**src/hw/hps_pkg.sv**
```systemverilog
// Purpose: Shared constants and types for the host port strap and status pins
// Assumes: 100 MHz clk, synchronous active-high reset at power-on
// Notes:   Field positions, reset values, pin masks and timing counts
package hps_pkg;

  // ----------------------------------------------------------------
  // Timing
  // ----------------------------------------------------------------
  localparam int CLK_PERIOD_NS      = 10;
  localparam int STRAP_LATCH_MIN_NS = 1000;
  localparam int STRAP_LATCH_MAX_NS = 10000;
  // Earliest point of the window, rounded up to whole cycles
  localparam int STRAP_LATCH_CYCLES =
    (STRAP_LATCH_MIN_NS + CLK_PERIOD_NS - 1) / CLK_PERIOD_NS;
  localparam int ACT_STRETCH_NS     = 40000000;
  localparam int ACT_STRETCH_CYCLES = ACT_STRETCH_NS / CLK_PERIOD_NS;

  // ----------------------------------------------------------------
  // Indicator control register
  // ----------------------------------------------------------------
  localparam int          CFG_W           = 4;
  localparam int          CFG_ONE_LSB     = 12;
  localparam int          CFG_TWO_LSB     = 8;
  localparam logic [15:0] IND_CTRL_RST    = 16'h2300;
  localparam logic [3:0]  IND_OFF         = 4'h0;
  localparam logic [3:0]  IND_ON          = 4'h1;
  localparam logic [3:0]  IND_LINK        = 4'h2;
  localparam logic [3:0]  IND_ACT         = 4'h3;
  localparam logic [3:0]  IND_TX          = 4'h4;
  localparam logic [3:0]  IND_RX          = 4'h5;
  localparam logic [3:0]  IND_LINK_ACT    = 4'h6;
  localparam logic [3:0]  IND_BICOLOR_FD  = 4'hf;
  localparam logic [3:0]  IND_BICOLOR_SPD = 4'he;

  // ----------------------------------------------------------------
  // Strap pin positions and pin masks
  // ----------------------------------------------------------------
  localparam int          STRAP_W        = 5;
  localparam int          STRAP_SMALL    = 0;
  localparam int          STRAP_MUX_LO   = 1;
  localparam int          STRAP_WIDE     = 2;
  localparam int          STRAP_MUXED    = 3;
  localparam int          STRAP_STROBE   = 4;
  localparam logic [4:0]  SERIAL_KEEP    = 5'h0c;
  localparam logic [14:0] ADDR_15        = 15'h7fff;
  localparam logic [14:0] ADDR_14        = 15'h3fff;
  localparam logic [15:0] AD_8           = 16'h00ff;
  localparam logic [15:0] AD_15          = 16'h7fff;
  localparam logic [15:0] AD_16          = 16'hffff;
  // Control enables {latch, select, strobe1, strobe2, strobe3}
  localparam logic [4:0]  CTL_SEP8       = 5'h0e;
  localparam logic [4:0]  CTL_SEP16      = 5'h0f;
  localparam logic [4:0]  CTL_MUX8       = 5'h1e;
  localparam logic [4:0]  CTL_MUX16      = 5'h1f;

  // ----------------------------------------------------------------
  // Types
  // ----------------------------------------------------------------
  typedef enum logic [8:0] {
    HPS_MODE_NONE = 9'h001,
    HPS_MODE_1    = 9'h002,
    HPS_MODE_2    = 9'h004,
    HPS_MODE_3    = 9'h008,
    HPS_MODE_4    = 9'h010,
    HPS_MODE_5    = 9'h020,
    HPS_MODE_6    = 9'h040,
    HPS_MODE_9    = 9'h080,
    HPS_MODE_10   = 9'h100
  } hps_mode_e;

  typedef enum logic [1:0] {
    HPS_ST_SAMPLE = 2'b01,
    HPS_ST_RUN    = 2'b10
  } hps_state_e;

  typedef struct packed {
    logic [14:0] addr_en;
    logic [15:0] ad_en;
    logic [4:0]  ctl_en;
  } hps_pin_ctl_s;

  typedef struct packed {
    logic link_up;
    logic speed_100;
    logic full_duplex;
    logic tx_event;
    logic rx_event;
  } hps_phy_stat_s;

endpackage

```
**src/hw/hps_top.sv**
```systemverilog
// Purpose: Strap latch, host pin direction control, interrupt pin and indicators
// Assumes: reset is the power-on reset; phy and protocol inputs are on clk
// Notes:   Pull and buffer enables are level outputs to the pad ring
`timescale 1ns/1ps
`default_nettype none
module hps_top
  import hps_pkg::*;
#(
  parameter bit LARGE_PKG    = 1'b1,
  parameter int STRAP_CYCLES = STRAP_LATCH_CYCLES,
  parameter int STRETCH_CYC  = ACT_STRETCH_CYCLES
) (
  // Clock, reset, enable
  input  wire logic          clk,
  input  wire logic          reset,
  input  wire logic          ce,
  // Straps and shared pins
  input  wire logic [4:0]    parallel_mode_strap,
  input  wire logic          int_pin_in,
  output logic               int_pin_out,
  output logic               int_pin_oe,
  input  wire logic          cs_pin_in,
  output logic               cs_pullup_en,
  output logic               cs_pulldown_en,
  // Interface selection
  output logic               serial_if_en,
  output logic               parallel_if_en,
  output hps_mode_e          psp_mode,
  output hps_pin_ctl_s       psp_pin_ctl,
  output logic [4:0]         strap_ibuf_en,
  // Interrupt source
  input  wire logic          irq_pending,
  // Serial data out
  input  wire logic          so_drive_req,
  input  wire logic          so_data,
  output logic               so_pin_out,
  output logic               so_pin_oe,
  // Parallel address/data
  input  wire logic          psp_read_active,
  input  wire logic [15:0]   psp_rd_data,
  output logic [15:0]        ad_pin_out,
  output logic [15:0]        ad_pin_oe,
  // Indicator configuration and phy status
  input  wire logic          ind_cfg_wr,
  input  wire logic [15:0]   ind_cfg_wdata,
  output logic [15:0]        indicator_control_reg,
  input  wire hps_phy_stat_s phy_stat,
  output logic               link_indicator_out,
  output logic               activity_indicator_out
);

  localparam int SCNT_W = $clog2(STRAP_CYCLES + 1);
  localparam int ACNT_W = $clog2(STRETCH_CYC + 1);

  hps_state_e        state_q;
  logic [SCNT_W-1:0] scnt_q;
  logic [6:0]        pins_sync;
  logic [4:0]        strap_s;
  logic              sel_s;
  logic              cs_s;
  hps_mode_e         mode_d;
  hps_pin_ctl_s      ctl_d;
  logic [1:0]        act;
  logic              bicolor;
  logic              colour_two;
  logic              one_d;
  logic              two_d;

  // ----------------------------------------------------------------
  // Pin synchronisers
  // ----------------------------------------------------------------
  hps_sync3 #(.W(7)) u_sync (
    .clk      (clk),
    .reset    (reset),
    .ce       (ce),
    .async_in ({cs_pin_in, int_pin_in, parallel_mode_strap}),
    .sync_out (pins_sync)
  );
  assign strap_s = pins_sync[4:0];
  assign sel_s   = pins_sync[5];
  assign cs_s    = pins_sync[6];

  // ----------------------------------------------------------------
  // Strap sampling sequence
  // ----------------------------------------------------------------
  // Sampling waits out the synchroniser since it starts with reset
  always_ff @(posedge clk) begin
    if (reset) begin
      state_q <= HPS_ST_SAMPLE;
      scnt_q  <= '0;
    end else if (ce) begin
      case (state_q)
        HPS_ST_SAMPLE: begin
          if (scnt_q == SCNT_W'(STRAP_CYCLES - 1)) begin
            state_q <= HPS_ST_RUN;
          end
          scnt_q <= scnt_q + 1'b1;
        end
        HPS_ST_RUN: state_q <= HPS_ST_RUN;
        default: state_q <= HPS_ST_SAMPLE;
      endcase
    end
  end

  // ----------------------------------------------------------------
  // Mode decode
  // ----------------------------------------------------------------
  always_comb begin
    mode_d = HPS_MODE_NONE;
    if (!sel_s) begin
      if (!LARGE_PKG) begin
        mode_d = strap_s[STRAP_SMALL] ? HPS_MODE_6 : HPS_MODE_5;
      end else if (!strap_s[STRAP_MUXED]) begin
        // Strap one doubles as address 14 and is not looked at
        case ({strap_s[STRAP_WIDE], strap_s[STRAP_STROBE]})
          2'b00:   mode_d = HPS_MODE_1;
          2'b01:   mode_d = HPS_MODE_2;
          2'b10:   mode_d = HPS_MODE_3;
          default: mode_d = HPS_MODE_4;
        endcase
      end else begin
        // Strap four doubles as the latch strobe and is not looked at
        case ({strap_s[STRAP_MUX_LO], strap_s[STRAP_WIDE]})
          2'b00:   mode_d = HPS_MODE_5;
          2'b10:   mode_d = HPS_MODE_6;
          2'b01:   mode_d = HPS_MODE_9;
          default: mode_d = HPS_MODE_10;
        endcase
      end
    end
  end

  always_comb begin
    ctl_d = '0;
    case (mode_d)
      HPS_MODE_1, HPS_MODE_2: begin
        ctl_d.addr_en = ADDR_15;
        ctl_d.ad_en   = AD_8;
        ctl_d.ctl_en  = CTL_SEP8;
      end
      HPS_MODE_3, HPS_MODE_4: begin
        ctl_d.addr_en = ADDR_14;
        ctl_d.ad_en   = AD_16;
        ctl_d.ctl_en  = CTL_SEP16;
      end
      HPS_MODE_5, HPS_MODE_6: begin
        ctl_d.ad_en  = AD_15;
        ctl_d.ctl_en = CTL_MUX8;
      end
      HPS_MODE_9, HPS_MODE_10: begin
        ctl_d.ad_en  = AD_16;
        ctl_d.ctl_en = CTL_MUX16;
      end
      default: ctl_d = '0;
    endcase
  end

  // ----------------------------------------------------------------
  // Strap latch, held until the next reset
  // ----------------------------------------------------------------
  always_ff @(posedge clk) begin
    if (reset) begin
      serial_if_en   <= 1'b0;
      parallel_if_en <= 1'b0;
      psp_mode       <= HPS_MODE_NONE;
      psp_pin_ctl    <= '0;
      strap_ibuf_en  <= 5'h1f;
    end else if (ce && state_q == HPS_ST_SAMPLE &&
                 scnt_q == SCNT_W'(STRAP_CYCLES - 1)) begin
      serial_if_en   <= sel_s;
      parallel_if_en <= !sel_s;
      psp_mode       <= mode_d;
      psp_pin_ctl    <= ctl_d;
      // Large package keeps straps two and three alive in serial mode
      strap_ibuf_en  <= (sel_s && LARGE_PKG) ? SERIAL_KEEP : 5'h00;
    end
  end

  // ----------------------------------------------------------------
  // Interrupt pin and chip select pulls
  // ----------------------------------------------------------------
  always_ff @(posedge clk) begin
    if (reset) begin
      int_pin_out <= 1'b1;
      int_pin_oe  <= 1'b0;
    end else if (ce) begin
      int_pin_oe  <= (state_q == HPS_ST_RUN);
      int_pin_out <= !irq_pending;
    end
  end

  always_ff @(posedge clk) begin
    if (reset) begin
      cs_pullup_en   <= 1'b0;
      cs_pulldown_en <= 1'b0;
    end else if (ce) begin
      cs_pullup_en   <= serial_if_en;
      cs_pulldown_en <= parallel_if_en;
    end
  end

  // ----------------------------------------------------------------
  // Serial data out and parallel address/data drivers
  // ----------------------------------------------------------------
  // The select input is synchronised, so release trails the pin by five clocks
  always_ff @(posedge clk) begin
    if (reset) begin
      so_pin_out <= 1'b0;
      so_pin_oe  <= 1'b0;
    end else if (ce) begin
      so_pin_out <= so_data;
      so_pin_oe  <= serial_if_en && !cs_s && so_drive_req;
    end
  end

  always_ff @(posedge clk) begin
    if (reset) begin
      ad_pin_out <= '0;
      ad_pin_oe  <= '0;
    end else if (ce) begin
      ad_pin_out <= psp_rd_data & psp_pin_ctl.ad_en;
      if (parallel_if_en && cs_s && psp_read_active) begin
        ad_pin_oe <= psp_pin_ctl.ad_en;
      end else begin
        ad_pin_oe <= '0;
      end
    end
  end

  // ----------------------------------------------------------------
  // Indicators
  // ----------------------------------------------------------------
  always_ff @(posedge clk) begin
    if (reset) begin
      indicator_control_reg <= IND_CTRL_RST;
    end else if (ce && ind_cfg_wr) begin
      indicator_control_reg <= ind_cfg_wdata;
    end
  end

  // Activity stretch keeps a single-clock event visible to the eye
  genvar g;
  generate
    for (g = 0; g < 2; g++) begin : g_act
      logic [ACNT_W-1:0] cnt_q;
      logic              ev;
      assign ev = (g == 0) ? phy_stat.tx_event : phy_stat.rx_event;
      always_ff @(posedge clk) begin
        if (reset) begin
          cnt_q <= '0;
        end else if (ce) begin
          if (ev) begin
            cnt_q <= ACNT_W'(STRETCH_CYC);
          end else if (cnt_q != '0) begin
            cnt_q <= cnt_q - 1'b1;
          end
        end
      end
      assign act[g] = ev || (cnt_q != '0);
    end
  endgenerate

  function automatic logic ind_fn(input logic [3:0] code, input logic link,
                                  input logic [1:0] a);
    case (code)
      IND_ON:       ind_fn = 1'b1;
      IND_LINK:     ind_fn = link;
      IND_ACT:      ind_fn = |a;
      IND_TX:       ind_fn = a[0];
      IND_RX:       ind_fn = a[1];
      IND_LINK_ACT: ind_fn = link && !(|a);
      default:      ind_fn = 1'b0;
    endcase
  endfunction

  logic [3:0] cfg_one;
  logic [3:0] cfg_two;
  assign cfg_one = indicator_control_reg[CFG_ONE_LSB +: CFG_W];
  assign cfg_two = indicator_control_reg[CFG_TWO_LSB +: CFG_W];
  assign bicolor = (cfg_one == cfg_two) &&
                   (cfg_one == IND_BICOLOR_FD || cfg_one == IND_BICOLOR_SPD);
  assign colour_two = (cfg_one == IND_BICOLOR_FD) ?
                      (phy_stat.speed_100 && phy_stat.full_duplex) :
                      phy_stat.speed_100;

  always_comb begin
    if (bicolor) begin
      // Traffic blinks the pair dark, colour set by speed, and also by duplex for IND_BICOLOR_FD
      one_d = phy_stat.link_up && !(|act) && !colour_two;
      two_d = phy_stat.link_up && !(|act) && colour_two;
    end else begin
      one_d = ind_fn(cfg_one, phy_stat.link_up, act);
      two_d = ind_fn(cfg_two, phy_stat.link_up, act);
    end
  end

  always_ff @(posedge clk) begin
    if (reset) begin
      link_indicator_out     <= 1'b0;
      activity_indicator_out <= 1'b0;
    end else if (ce) begin
      link_indicator_out     <= one_d;
      activity_indicator_out <= two_d;
    end
  end

  logic [SCNT_W:0] age_q;
  always_ff @(posedge clk) begin
    if (reset) begin
      age_q <= '0;
    end else if (ce && age_q <= (SCNT_W+1)'(STRAP_CYCLES)) begin
      age_q <= age_q + 1'b1;
    end
  end
endmodule
`default_nettype wire

```
**src/hw/hps_sync3.sv**
```systemverilog
// Purpose: Three-stage synchroniser for pin inputs
// Assumes: Inputs are asynchronous to clk
// Notes:   Output follows only once stages two and three agree
`timescale 1ns/1ps
`default_nettype none
module hps_sync3 #(
  parameter int W = 1
) (
  // Clock and reset
  input  wire logic         clk,
  input  wire logic         reset,
  input  wire logic         ce,
  // Data
  input  wire logic [W-1:0] async_in,
  output logic      [W-1:0] sync_out
);

  logic [W-1:0] s1_q;
  logic [W-1:0] s2_q;
  logic [W-1:0] s3_q;

  // ----------------------------------------------------------------
  // Stages
  // ----------------------------------------------------------------
  always_ff @(posedge clk) begin
    if (reset) begin
      s1_q <= '0;
      s2_q <= '0;
      s3_q <= '0;
    end else if (ce) begin
      s1_q <= async_in;
      s2_q <= s1_q;
      s3_q <= s2_q;
    end
  end

  // Stage one is read by stage two only; filter looks at two and three
  genvar i;
  generate
    for (i = 0; i < W; i++) begin : g_bit
      always_ff @(posedge clk) begin
        if (reset) begin
          sync_out[i] <= 1'b0;
        end else if (ce && (s2_q[i] == s3_q[i])) begin
          sync_out[i] <= s3_q[i];
        end
      end
    end
  endgenerate

endmodule
`default_nettype wire

```
**config.mk**
```make
export PLATFORM = sky130hd
export DESIGN_NAME = hps_top
export DESIGN_NICKNAME = d
export VERILOG_FILES = /design/src/hw/hps_pkg.sv /design/src/hw/hps_top.sv /design/src/hw/hps_sync3.sv
export SDC_FILE = /design/constraint.sdc
export NUM_CORES = 1
export LEC_CHECK = 0
export ABC_AREA = 1
export BUFFER_PORTS_ARGS = -buffer_cell sky130_fd_sc_hd__buf_2
export CAP_MARGIN = 30
export CORE_ASPECT_RATIO = 1.25
export CORE_MARGIN = 3
export CORE_UTILIZATION = 30
export CTS_CLUSTER_SIZE = 12
export DETAILED_ROUTE_END_ITERATION = 7
export GPL_TIMING_DRIVEN = 0
export SLEW_MARGIN = 20
export SYNTH_ARGS = -nofsm -noshare
export SYNTH_HDL_FRONTEND = slang
export SYNTH_SLANG_ARGS = --single-unit
```
**constraint.sdc**
```tcl
create_clock -name clk -period 1.5 [get_ports clk]
set_clock_uncertainty 0.1 [all_clocks]
set_input_delay 0.225 -clock clk [delete_from_list [all_inputs] [get_ports clk]]
set_output_delay 0.225 -clock clk [all_outputs]
set_load 0.05 [all_outputs]
```
* Word level (Yosys, flattened, before mapping) *
Index checks and enable logic that the tools add are counted.

storage, ports and cells
  word-level logic and storage cells = 132
  bits in writable memories = 0
  bits in registers = 188
  output and inout bits = 108
  memories kept = 0
  bits in latches = 0
  input port bits = 52
  bits in read-only memories = 0

cells by class
  $mul = 0
  eq/ne operators = 37
  shifts and indexed selects = 0
  multiplexer cells = 19
  add/sub/neg operators = 3
  divide/modulo/power cells = 0
  bitwise operators = 1
  order comparisons = 0
  reductions and logical operators = 41

operator list
  kind                                                 count
  2-to-1 mux 22 bit                                    4
  case mux 21 bit (4 select lines)                     1
  nonzero test 22 bit                                  2
  subtractor 22 x 1 -> 22 bit, second input constant   2
  case mux 15 bit (2 select lines)                     1
  case mux 9 bit (3 select lines)                      1
  equality test 4 x 3 -> 1 bit, second input constant  6
  logical AND 1 bit                                    18
  2-to-1 mux 9 bit                                     2
  AND 16 bit                                           1
  equality test 4 x 2 -> 1 bit, second input constant  4
  2-to-1 mux 16 bit                                    1
  case mux 5 bit (3 select lines)                      1
  case mux 1 bit (6 select lines)                      2
  OR reduction 2 bit                                   5
  equality test 9 x 2 -> 1 bit, second input constant  1
  equality test 9 x 3 -> 1 bit, second input constant  1
  equality test 9 x 4 -> 1 bit, second input constant  1
  equality test 9 x 5 -> 1 bit, second input constant  1
  equality test 9 x 6 -> 1 bit, second input constant  1
  equality test 9 x 7 -> 1 bit, second input constant  1
  equality test 9 x 8 -> 1 bit, second input constant  1
  equality test 9 bit, second input constant           1
  equality test 4 x 1 -> 1 bit, second input constant  2
  other kinds (17)                                     40

* Longest topological paths before layout *
Gate-level depths: netlist (run 1).

  word-level depth = 7
  mapped depth = 13
  gate-level depth less buffers = 13

* Hierarchy *
From an unflattened synthesis (run 1), not the netlist that was laid out.

unflattened totals
  cell total of the unflattened synthesis = 1040
  area, all modules = 7259.5 um2

modules (own cells, without submodules)
  module     cells an instance  area each (um2)  times used  sequential area each (um2)
  hps_top    888                6137.1           1           2282.2
  hps_sync3  152                1122.3           1           560.5

* Worst setup path after synthesis (run 1) *
No wires, ideal clock.

  kind = reg2reg
  start point = register indicator_control_reg[8]
  end point = register activity_indicator_out
  arrival time = 1.474 ns
  path buffers = 0
  library setup time = 0.070 ns
  period minus slack after synthesis = 1.644 ns
  cell stages (with the launch flop) = 9
  path slack = -0.144 ns
  required time = 1.330 ns
  path through = dfxtp_1 -> inv_1 -> nand2_1 -> nand3_1 -> nor3_1 -> nand3_1 -> nand2_1 -> inv_1 -> a21oi_1

between the ends
  longest elaborated chain between the ends = 3
  elaborated cells on any way between the ends = 10
  classes of those cells = eq/ne (7); mux (2); reduce/logical (1)

ends and longest elaborated chain
  what                                                                  RTL line                        text
  start: declaration                                                    hps_top.sv:46                   output logic [15:0] indicator_control_reg,
  start signal: assignment                                              hps_top.sv:237                  indicator_control_reg <= ind_cfg_wdata;
  equality test 4 x 3 -> 1 bit (tied with other cells)                  hps_top.sv:265                  case (code)
  case mux 1 bit (6 select lines) or logical AND 1 bit (tied branches)  hps_top.sv:265, hps_top.sv:280
  2-to-1 mux 1 bit *                                                    hps_top.sv:287                  if (bicolor) begin
  end signal: assignment                                                hps_top.sv:303                  activity_indicator_out <= two_d;
  end: declaration                                                      hps_top.sv:49                   output logic activity_indicator_out

Mark *: on every way between the ends. The rest lies on a longest branch, timed or not.
A chain may end at the register's enable or synchronous reset.

* Final worst setup path (run 1) *
  start point = register g_act[0].cnt_q[8]
  end point = register g_act[0].cnt_q[10]

between the ends
  longest elaborated chain between the ends = 3
  elaborated cells on any way between the ends = 6
  classes of those cells = add/sub (1); mux (2); reduce/logical (3)

ends and longest elaborated chain
  what                                                                RTL line                        text
  start: declaration                                                  hps_top.sv:245                  logic [ACNT_W-1:0] cnt_q;
  start signal: assignment                                            hps_top.sv:253                  cnt_q <= ACNT_W'(STRETCH_CYC);
  start signal: assignment                                            hps_top.sv:255                  cnt_q <= cnt_q - 1'b1;
  subtractor 22 x 1 -> 22 bit or nonzero test 22 bit (tied branches)  hps_top.sv:255, hps_top.sv:254
  2-to-1 mux 22 bit or nonzero test 2 bit (tied branches)             n/a
  2-to-1 mux 22 bit or AND reduction 2 bit (tied branches)            n/a

Several ways; a longest one is shown, not always the timed one. The select of a mux whose other input is x is not followed.

==> Flow_metrics.wiki, run 1 <==
{| class="wikitable"
! Metric !! Value
|-
| Result of the run || finished with violations
|-
| Failing checks || negative setup slack
|-
| Detailed-placement wirelength estimate || between 10,000 and 15,000 um
|-
| Latest clock arrival within the worst-skew pair || 0.42 ns
|-
| Total of flip-flops plus latches after synthesis || 138
|-
| Hold Path Origin || ind_cfg_wdata[15]
|-
| Setup slack of the most critical reg-to-reg path || -0.25 ns
|-
| Max FFs per register || 44
|-
| Switching share of total power || 33.0%
|-
| Largest net degree at the start of global routing || 17
|-
| Endpoint of the lowest-slack register-to-register path || g_act[0].cnt_q[10]
|-
| Number of placement rows || 61
|-
| Path class of the lowest-slack min-delay path || input pin to flip-flop
|-
| DIE AREA || 25,000 sq um
|-
| Total number of vias || around 7,300
|-
| Crit path launch type || flip-flop
|-
| Chip Width || 142 um
|-
| Number of nets with antenna violations after routing || 0
|-
| Placeable core region || 22,500 sq um
|-
| Total count of max-transition violations in the final report || 0
|-
| Launching point of the worst reg2reg path || g_act[0].cnt_q[8]
|-
| Commonest cells in the netlist || nand2_1 (221), nor2_1 (173), dfxtp_1 (138)
|-
| Cell count of the worst hold path || 3
|-
| Relative slew slack || roughly half
|-
| Worst-path maximum fanout || 5
|-
| Type of the worst setup path || flip-flop to flip-flop
|-
| Global router's overall resource usage || between 15 and 20%
|-
| Primary FF master, synth || dfxtp_1
|-
| Critical Path Slowest Stage Cell || dfxtp_1
|-
| Average routed wire per standard cell || 14.3 um
|-
| Starting utilization of the core area || 30.9%
|-
| Final number of hold-violating endpoints || 0
|-
| Part of the power in registers || 37.7%
|-
| Cell breakdown of the critical path || nor2_4 > nand2_2 > nor2_2 > nand3_4 > nand2_8 > nor2_1 > nand4_1 > nand2_1 > nor2_1
|-
| Fraction of the yosys area taken by sequential cells || about two fifths
|-
| Count of warnings emitted by yosys || 0
|-
| Transition at the pin with the smallest max-transition slack || roughly 0.75 ns
|-
| Ranking of synthesized cells by area || dfxtp_1 (40%), nand2_1 (12%), nor2_1 (9.3%)
|-
| Required @ worst endpoint || approximately 1.7 ns
|-
| Fin crit share || 117%
|-
| Reg clk slew, reported paths || 0.06 ns
|-
| Port-buffer cells || between 150 and 200
|-
| Leakage power figure || 4.69 nW
|-
| Global-route wire length before repair || 34,600 um
|-
| Shortest period the worst path allows || 1.75 ns
|-
| Aggregate routed wire length || 22,300 um
|-
| Master cell of the clock root buffer || clkbuf_16
|-
| Total power after layout || 10.9 mW
|-
| Post-route DRC violation count || 0
|-
| Via density || 4.71
|-
| Maximum ir drop on the vdd rail || 869 uV
|-
| Most used cell, CP || nor2_1
|-
| RSZ-0062 raised after global routing || yes
|-
| Congestion Overflow GR || 0
|-
| Ant. Diodes || 0
|-
| Die span in y || 176 um
|-
| Post-synthesis async set-or-reset flop share || 0%
|-
| R2R cell count || 9
|-
| Count of mapped cells out of synthesis || 999
|-
| Pwr/cell area || 1030 nW/um^2
|-
| Count of TritonRoute iterations in the first routing pass || 5
|-
| Clock group share of total power || 36.5%
|-
| Delay of the slowest cell on the worst path || 0.47 ns
|-
| Max-capacitance violation count || 0
|-
| Nature of the critical path endpoint || flip-flop
|-
| Final core occ || 47.2%
|-
| Net switching power figure || about 3.6 mW
|-
| # H-tree levels || 4
|-
| Clock buffer count from CTS || 17
|-
| Highest clock frequency the design can meet || 571 MHz
|-
| Fraction of layout cells with a size suffix above 1 || 39.3%
|-
| Most frequent cell after synthesis || nand2_1
|-
| Number of setup violations in the final report || 74
|-
| Netlist cell types || 41
|-
| Internal Power || around 7.3 mW
|-
| Arrival time reported for the critical path endpoint || 1.96 ns
|-
| Post-synth EDFFs || 0
|-
| GP Congestion || 0.848
|-
| Via count of the first global-routing pass || approximately 7,000
|-
| Number of DRC markers in iteration 0 || 429
|-
| Area of the mapped netlist || approximately 7000 sq um
|-
| Synth-to-Final Area Change || 52.7%
|-
| Area fraction of the dominant cell type after synthesis || 39.7%
|-
| Clock Sink Count || 138
|-
| Endpoint of the worst hold path || indicator_control_reg[15]
|-
| Cell type with the largest total area after synthesis || dfxtp_1
|-
| Antenna violations before repair || 0
|-
| Post-synth net total || 1,058
|-
| Count of pins on the block boundary || 160
|-
| Syn Area/Cell || 6.96 sq um
|-
| TritonCTS clock tree || built
|-
| Worst-case setup margin in the final layout || -0.252 ns
|-
| Total number of nets in the final design || 1,320
|-
| Longest Clk Path Bufs || 2
|-
| Part of the power in combinational logic || 25.7%
|}
==> area by class of cell <==
cell class	instances	area [sq um]
fillers	2163	11900
multi-input cells	700	3930
flip-flops and latches	138	2810
repair buffers	244	1990
plain buffers	79	639
clock buffers	22	464
well taps	283	354
inverters	81	340
clock inverters	9	91.3
==> layout by cell type, fill, tap and decap left out, types with 4 or more instances in the layout <==
cell | synthesis | final
nor3_1 | 10 | 9
clkinvlp_4 | 0 | 5
buf_8 | 0 | 28
nor2_4 | 3 | 13
a21oi_1 | 82 | 53
nand2_2 | 7 | 35
buf_6 | 4 | 39
buf_2 | 5 | 110
nor2_2 | 15 | 26
a21oi_2 | 8 | 36
dfxtp_1 | 138 | 116
o21ai_2 | 1 | 15
buf_4 | 52 | 79
o21ai_1 | 5 | 5
dfxtp_2 | 0 | 15
nand3b_1 | 5 | 5
inv_2 | 10 | 14
xnor2_1 | 4 | 4
ha_4 | 0 | 5
nand3_2 | 0 | 6
inv_1 | 67 | 57
nand2_4 | 2 | 11
nor2_1 | 173 | 152
nand2_1 | 221 | 183
inv_4 | 1 | 5
dfxtp_4 | 0 | 7
nand4_1 | 14 | 14
clkbuf_16 | 0 | 18
buf_12 | 0 | 4
xor2_1 | 11 | 11
nand3_1 | 38 | 31
o21ai_0 | 71 | 55
dlygate4sd3_1 | 0 | 40
clkbuf_1 | 18 | 20
==> cells by family after synthesis <==
group / synth area share, %
adder cells (fa/ha/maj): 1.26
AND/OR/NAND/NOR: 30.8
flip-flops: 39.7
XOR/XNOR: 1.89
AO/OA/AOI/OAI: 14.2
buffers and inverters: 12.1
==> what timing repair did <==
action,CTS,global route
cloned,5,1
setup buffers,34,8
hold endpoints to repair,40,0
gates resized for setup,197,148
hold buffers,40,0
pin swaps,34,35
endpoints found under the setup margin,117,121
==> worst max-delay path: cells and delay by family, from the launching register on <==
kind,cells,cell delay [ns]
DFF,1,0.47
and+or+nand+nor,9,1.07
==> power by group through the flow <==
stage | clock network [mW] | registers (mW) | logic (mW)
2_1_floorplan | 0 | 4.26 | 1.61
3_3_place_gp | 0 | 4.17 | 2.23
3_5_place_dp | 0 | 4.17 | 2.24
4_1_cts | 4.08 | 4.10 | 2.58
5_1_grt | 4.26 | 4.15 | 3.11
6_report | 3.99 | 4.12 | 2.81
==> how the worst max path moves through the flow <==
stage	slack [ns]	endpoint	startpoint
floorplan	-0.07	g_act[0].cnt_q[0]	g_act[0].cnt_q[0]
finish	-0.25	g_act[0].cnt_q[10]	g_act[0].cnt_q[8]
global route	-0.35	g_act[0].cnt_q[0]	g_act[0].cnt_q[0]
global placement	-0.31	g_act[0].cnt_q[0]	g_act[0].cnt_q[0]
CTS	-0.26	g_act[0].cnt_q[4]	g_act[0].cnt_q[0]
detailed placement	-0.30	g_act[0].cnt_q[0]	g_act[0].cnt_q[0]
==> metal layers <==
layer,wire (um),vias to the layer above,GRT usage [%],part of all wire (%)
met2,11700,166,30.1,52
met1,9210,3414,20.3,41
met5,0,-,0,0
met4,669,0,6.40,3.0
li1,-,3707,-,-
met3,762,45,3.60,3.4
==> through the flow <==
step                TNS (ns)  area (sq um)  instances  hold WS, ns  setup slack, ns
finish                 -9.39         10600       1556       0.0232           -0.252
global route          -16.78         10600       1556       0.0230           -0.353
CTS                    -9.78         10100       1549       0.0109           -0.262
detailed placement    -16.83          8170       1439        0.348           -0.297
global placement      -15.87          8170       1439        0.337           -0.311
floorplan              -1.67          7030        999        0.225          -0.0740
No activity file was read; power rests on OpenSTA's default activity.
==> run 2, diff against run 1 <==
--- a/config.mk
+++ b/config.mk
@@ -8,12 +8,15 @@
 export ABC_AREA = 1
 export BUFFER_PORTS_ARGS = -buffer_cell sky130_fd_sc_hd__buf_2
 export CAP_MARGIN = 30
+export CELL_PAD_IN_SITES_DETAIL_PLACEMENT = 0
+export CELL_PAD_IN_SITES_GLOBAL_PLACEMENT = 2
 export CORE_ASPECT_RATIO = 1.25
 export CORE_MARGIN = 3
-export CORE_UTILIZATION = 30
+export CORE_UTILIZATION = 27
 export CTS_CLUSTER_SIZE = 12
 export DETAILED_ROUTE_END_ITERATION = 7
 export GPL_TIMING_DRIVEN = 0
+export PLACE_DENSITY_LB_ADDON = 0.1
 export SLEW_MARGIN = 20
 export SYNTH_ARGS = -nofsm -noshare
 export SYNTH_HDL_FRONTEND = slang
==> run 2 against run 1 <==
Against the previous run: the run still ends with negative setup slack left; fmax rose by 2.2%; setup slack gained 0.038 ns; worst hold slack worse by 0.0022 ns; global-route usage up 0.21 points; non-clock buffer count is 5 higher; clock power rose by 7.3%; clock-buffer cell count fell by 5; combinational power shrank 2%; sequential share of layout area down 0.13 points.
==> Flow_metrics.wiki, run 2 (synthesis gave the netlist of run 1 again) <==
{| class="wikitable"
! Metric !! Value
|-
| Number of placement rows || 65 (was 61)
|-
| Nature of the critical path endpoint || flip-flop (unchanged)
|-
| Via density || 4.44 (was 4.71)
|-
| GP Congestion || 0.741 (was 0.848)
|-
| Most common cell after layout, fill and taps aside || nand2_1 (unchanged)
|-
| Master cell of the clock root buffer || clkbuf_16 (unchanged)
|-
| Setup slack of the most critical reg-to-reg path || -0.21 ns (was -0.25 ns)
|-
| Count of TritonRoute iterations in the first routing pass || 4 (was 5)
|-
| Ant. Diodes || 0 (unchanged)
|-
| Total Neg Setup Slack || -8.74 ns (was -9.39 ns)
|-
| TritonCTS clock tree || built (unchanged)
|-
| Shortest period the worst path allows || 1.71 ns (was 1.75 ns)
|-
| Post-Route Hold Slack || 0.0209 ns (was 0.0232 ns)
|-
| Launching point of the worst reg2reg path || g_act[1].cnt_q[0] (was g_act[0].cnt_q[8])
|-
| Fraction of layout cells with a size suffix above 1 || 37.3% (was 39.3%)
|-
| Maximum ir drop on the vdd rail || 663 uV (was 869 uV)
|-
| Congestion Overflow GR || 0 (unchanged)
|-
| Setup Slack @ Placement || -0.409 ns (was -0.297 ns)
|-
| Placeable core region || 25,300 sq um (was 22,500 sq um)
|-
| Antenna violations before repair || 0 (unchanged)
|-
| Worst-case setup margin in the final layout || -0.214 ns (was -0.252 ns)
|-
| Arrival time reported for the critical path endpoint || 1.90 ns (was 1.96 ns)
|-
| RSZ-0062 raised after global routing || yes (unchanged)
|-
| Average routed wire per standard cell || 14.8 um (was 14.3 um)
|-
| Aggregate routed wire length || 23,900 um (was 22,300 um)
|-
| Cell family contributing the most delay on the critical path || simple AND/OR/NAND/NOR gates (unchanged)
|-
| Global-route wire length before repair || 37,700 um (was 34,600 um)
|-
| Via count of the first global-routing pass || 7,215 (was 6,982)
|-
| Result of the run || finished with violations (unchanged)
|-
| Number of nets with antenna violations after routing || 0 (unchanged)
|-
| DIE AREA || 27,700 sq um (was 25,000 sq um)
|-
| Crit path launch type || flip-flop (unchanged)
|-
| Clock buffer count from CTS || 17 (unchanged)
|-
| Number of DRC markers in iteration 0 || 210 (was 429)
|-
| # H-tree levels || 4 (unchanged)
|-
| Largest net degree at the start of global routing || 17 (unchanged)
|-
| Total number of vias || 7,164 (was 7,332)
|-
| Endpoint of the worst hold path || g_act[1].cnt_q[11] (was indicator_control_reg[15])
|-
| Clock Sink Count || 138 (unchanged)
|-
| Relative slew slack || 48.3% (was 50.3%)
|-
| Failing checks || negative setup slack (unchanged)
|-
| Starting utilization of the core area || 27.5% (was 30.9%)
|-
| Buffers and inverters on the worst path || 4 (was 0)
|-
| Fin crit share || 114% (was 117%)
|-
| Hold Path Origin || phy_stat[0] (was ind_cfg_wdata[15])
|-
| Transition at the pin with the smallest max-transition slack || 0.776 ns (was 0.745 ns)
|-
| Pwr/cell area || 1040 nW/um^2 (was 1030 nW/um^2)
|-
| Required @ worst endpoint || 1.68 ns (was 1.71 ns)
|-
| Count of pins on the block boundary || 160 (unchanged)
|-
| Number of setup violations in the final report || 73 (was 74)
|-
| Latest clock arrival within the worst-skew pair || 0.43 ns (was 0.42 ns)
|-
| Fill cell instance count of the final layout || 2,624 (was 2,163)
|-
| Detailed-placement wirelength estimate || 16,800 um (was 14,800 um)
|-
| Worst-path maximum fanout || 10 (was 5)
|-
| Placed standard-cell area || 8240 sq um (was 8170 sq um)
|-
| Cell breakdown of the critical path || inv_4 > ha_4 > inv_2 > nor2_2 > nand2_1 > nor2_2 > nand3_4 > nand2_8 > inv_8 > clkbuf_16 > nand2_1 > a21oi_1 (was nor2_4 > nand2_2 > nor2_2 > nand3_4 > nand2_8 > nor2_1 > nand4_1 > nand2_1 > nor2_1)
|-
| Longest Clk Path Bufs || 2 (unchanged)
|-
| Die span in y || 185 um (was 176 um)
|-
| Leading cell types in the layout, fill and taps excluded || nand2_1 (202), nor2_1 (149), dfxtp_1 (113) (was nand2_1 (183), nor2_1 (152), dfxtp_1 (116))
|-
| Type of the worst setup path || flip-flop to flip-flop (unchanged)
|-
| Synth-to-Final Area Change || 53.8% (was 52.7%)
|-
| Leakage power figure || 4.73 nW (was 4.69 nW)
|-
| Endpoint of the lowest-slack register-to-register path || g_act[1].cnt_q[10] (was g_act[0].cnt_q[10])
|-
| Critical Path Slowest Stage Cell || dfxtp_4 (was dfxtp_1)
|-
| Delay of the slowest cell on the worst path || 0.36 ns (was 0.47 ns)
|-
| Final core occ || 42.3% (was 47.2%)
|-
| Global router's overall resource usage || 17.3% (was 17.1%)
|-
| Chip Width || 150 um (was 142 um)
|-
| Path class of the lowest-slack min-delay path || input pin to flip-flop (unchanged)
|-
| R2R cell count || 12 (was 9)
|-
| Total number of nets in the final design || 1,325 (was 1,320)
|-
| Port-buffer cells || 157 (unchanged)
|-
| Cell count of the worst hold path || 3 (unchanged)
|-
| Highest clock frequency the design can meet || 583 MHz (was 571 MHz)
|-
| Total count of max-transition violations in the final report || 0 (unchanged)
|-
| Reg clk slew, reported paths || 0.06 ns (about the same)
|-
| Post-route DRC violation count || 0 (unchanged)
|-
| Max-capacitance violation count || 0 (unchanged)
|-
| Final instance area || 10,700 sq um (was 10,600 sq um)
|-
| Max FFs per register || 44 (unchanged)
|-
| Final number of hold-violating endpoints || 0 (unchanged)
|}
[run 2: cell count changes in the layout (fill, tap and decap cells not counted), sizes merged]
cell,delta
inv,+5
clkbuf,-4
dlygate4sd3,+4
clkinv,+3
clkinvlp,-3
bufinv,+1
[run 2: tightest hold or removal path, delay by kind of cell]
kind / cells / cell delay [ns]
buffers and inverters: 1 / 0.11
AO/OA/AOI/OAI: 2 / 0.17
[run 2: worst max-delay path by stage]
stage / endpoint / slack (ns) / cells after the start / startpoint
finish: g_act[1].cnt_q[10] / -0.21 / 12 / g_act[1].cnt_q[0]
global route: g_act[1].cnt_q[0] / -0.33 / 11 / g_act[1].cnt_q[0]
CTS: g_act[0].cnt_q[0] / -0.26 / 12 / g_act[0].cnt_q[0]
detailed placement: g_act[0].cnt_q[0] / -0.41 / 12 / g_act[0].cnt_q[0]
global placement: activity_indicator_out / -0.38 / 12 / phy_stat[1]
floorplan: g_act[0].cnt_q[0] / -0.07 / 12 / g_act[0].cnt_q[0]
[run 2: power breakdown]
| part | switching [mW] | internal, mW | leakage [nW] |
|---|---|---|---|
| logic | 1.71 | 1.05 | 3.30 |
| registers | 0.238 | 3.88 | 1.14 |
| clock network | 1.80 | 2.48 | 0.291 |
| total | 3.75 | 7.41 | 4.73 |
[run 2: layout make-up]
class	count	area, sq um	area share, %
Buffer	79	634	5.93
Clock buffer	17	425	3.98
Clock inverter	15	164	1.53
Inverter	81	335	3.14
Multi-Input combinational cell	700	3800	35.5
Sequential cell	138	2810	26.3
Tap cell	335	419	3.92
Timing Repair Buffer	249	2100	19.7
[run 2: repair_timing]
| action | 4_1_cts | 5_1_grt |
|---|---|---|
| setup endpoints to repair | 122 | 121 |
| cloned | 1 | 3 |
| hold buffers | 44 | 0 |
| setup buffers | 27 | 20 |
| pin swaps | 17 | 26 |
| endpoints found under the hold margin | 42 | 0 |
| resized for setup | 189 | 126 |
[run 2: layer usage]
metal | share of wire [%] | track usage [%] | up-vias | routed length, um
met5 | 0 | 0 | - | 0
li1 | - | - | 3712 | -
met1 | 42 | 20.0 | 3311 | 9970
met2 | 54 | 32.4 | 124 | 12900
met4 | 1.3 | 4.25 | 0 | 306
met3 | 3.2 | 3.55 | 17 | 761
[run 2: through the flow]
| step | cells | total power, mW |
|---|---|---|
| 2_1_floorplan | 999 | 5.87 |
| 3_3_place_gp | 1491 | 6.53 |
| 3_5_place_dp | 1491 | 6.52 |
| 4_1_cts | 1595 | 11.1 |
| 5_1_grt | 1614 | 11.8 |
| 6_report | 1614 | 11.2 |
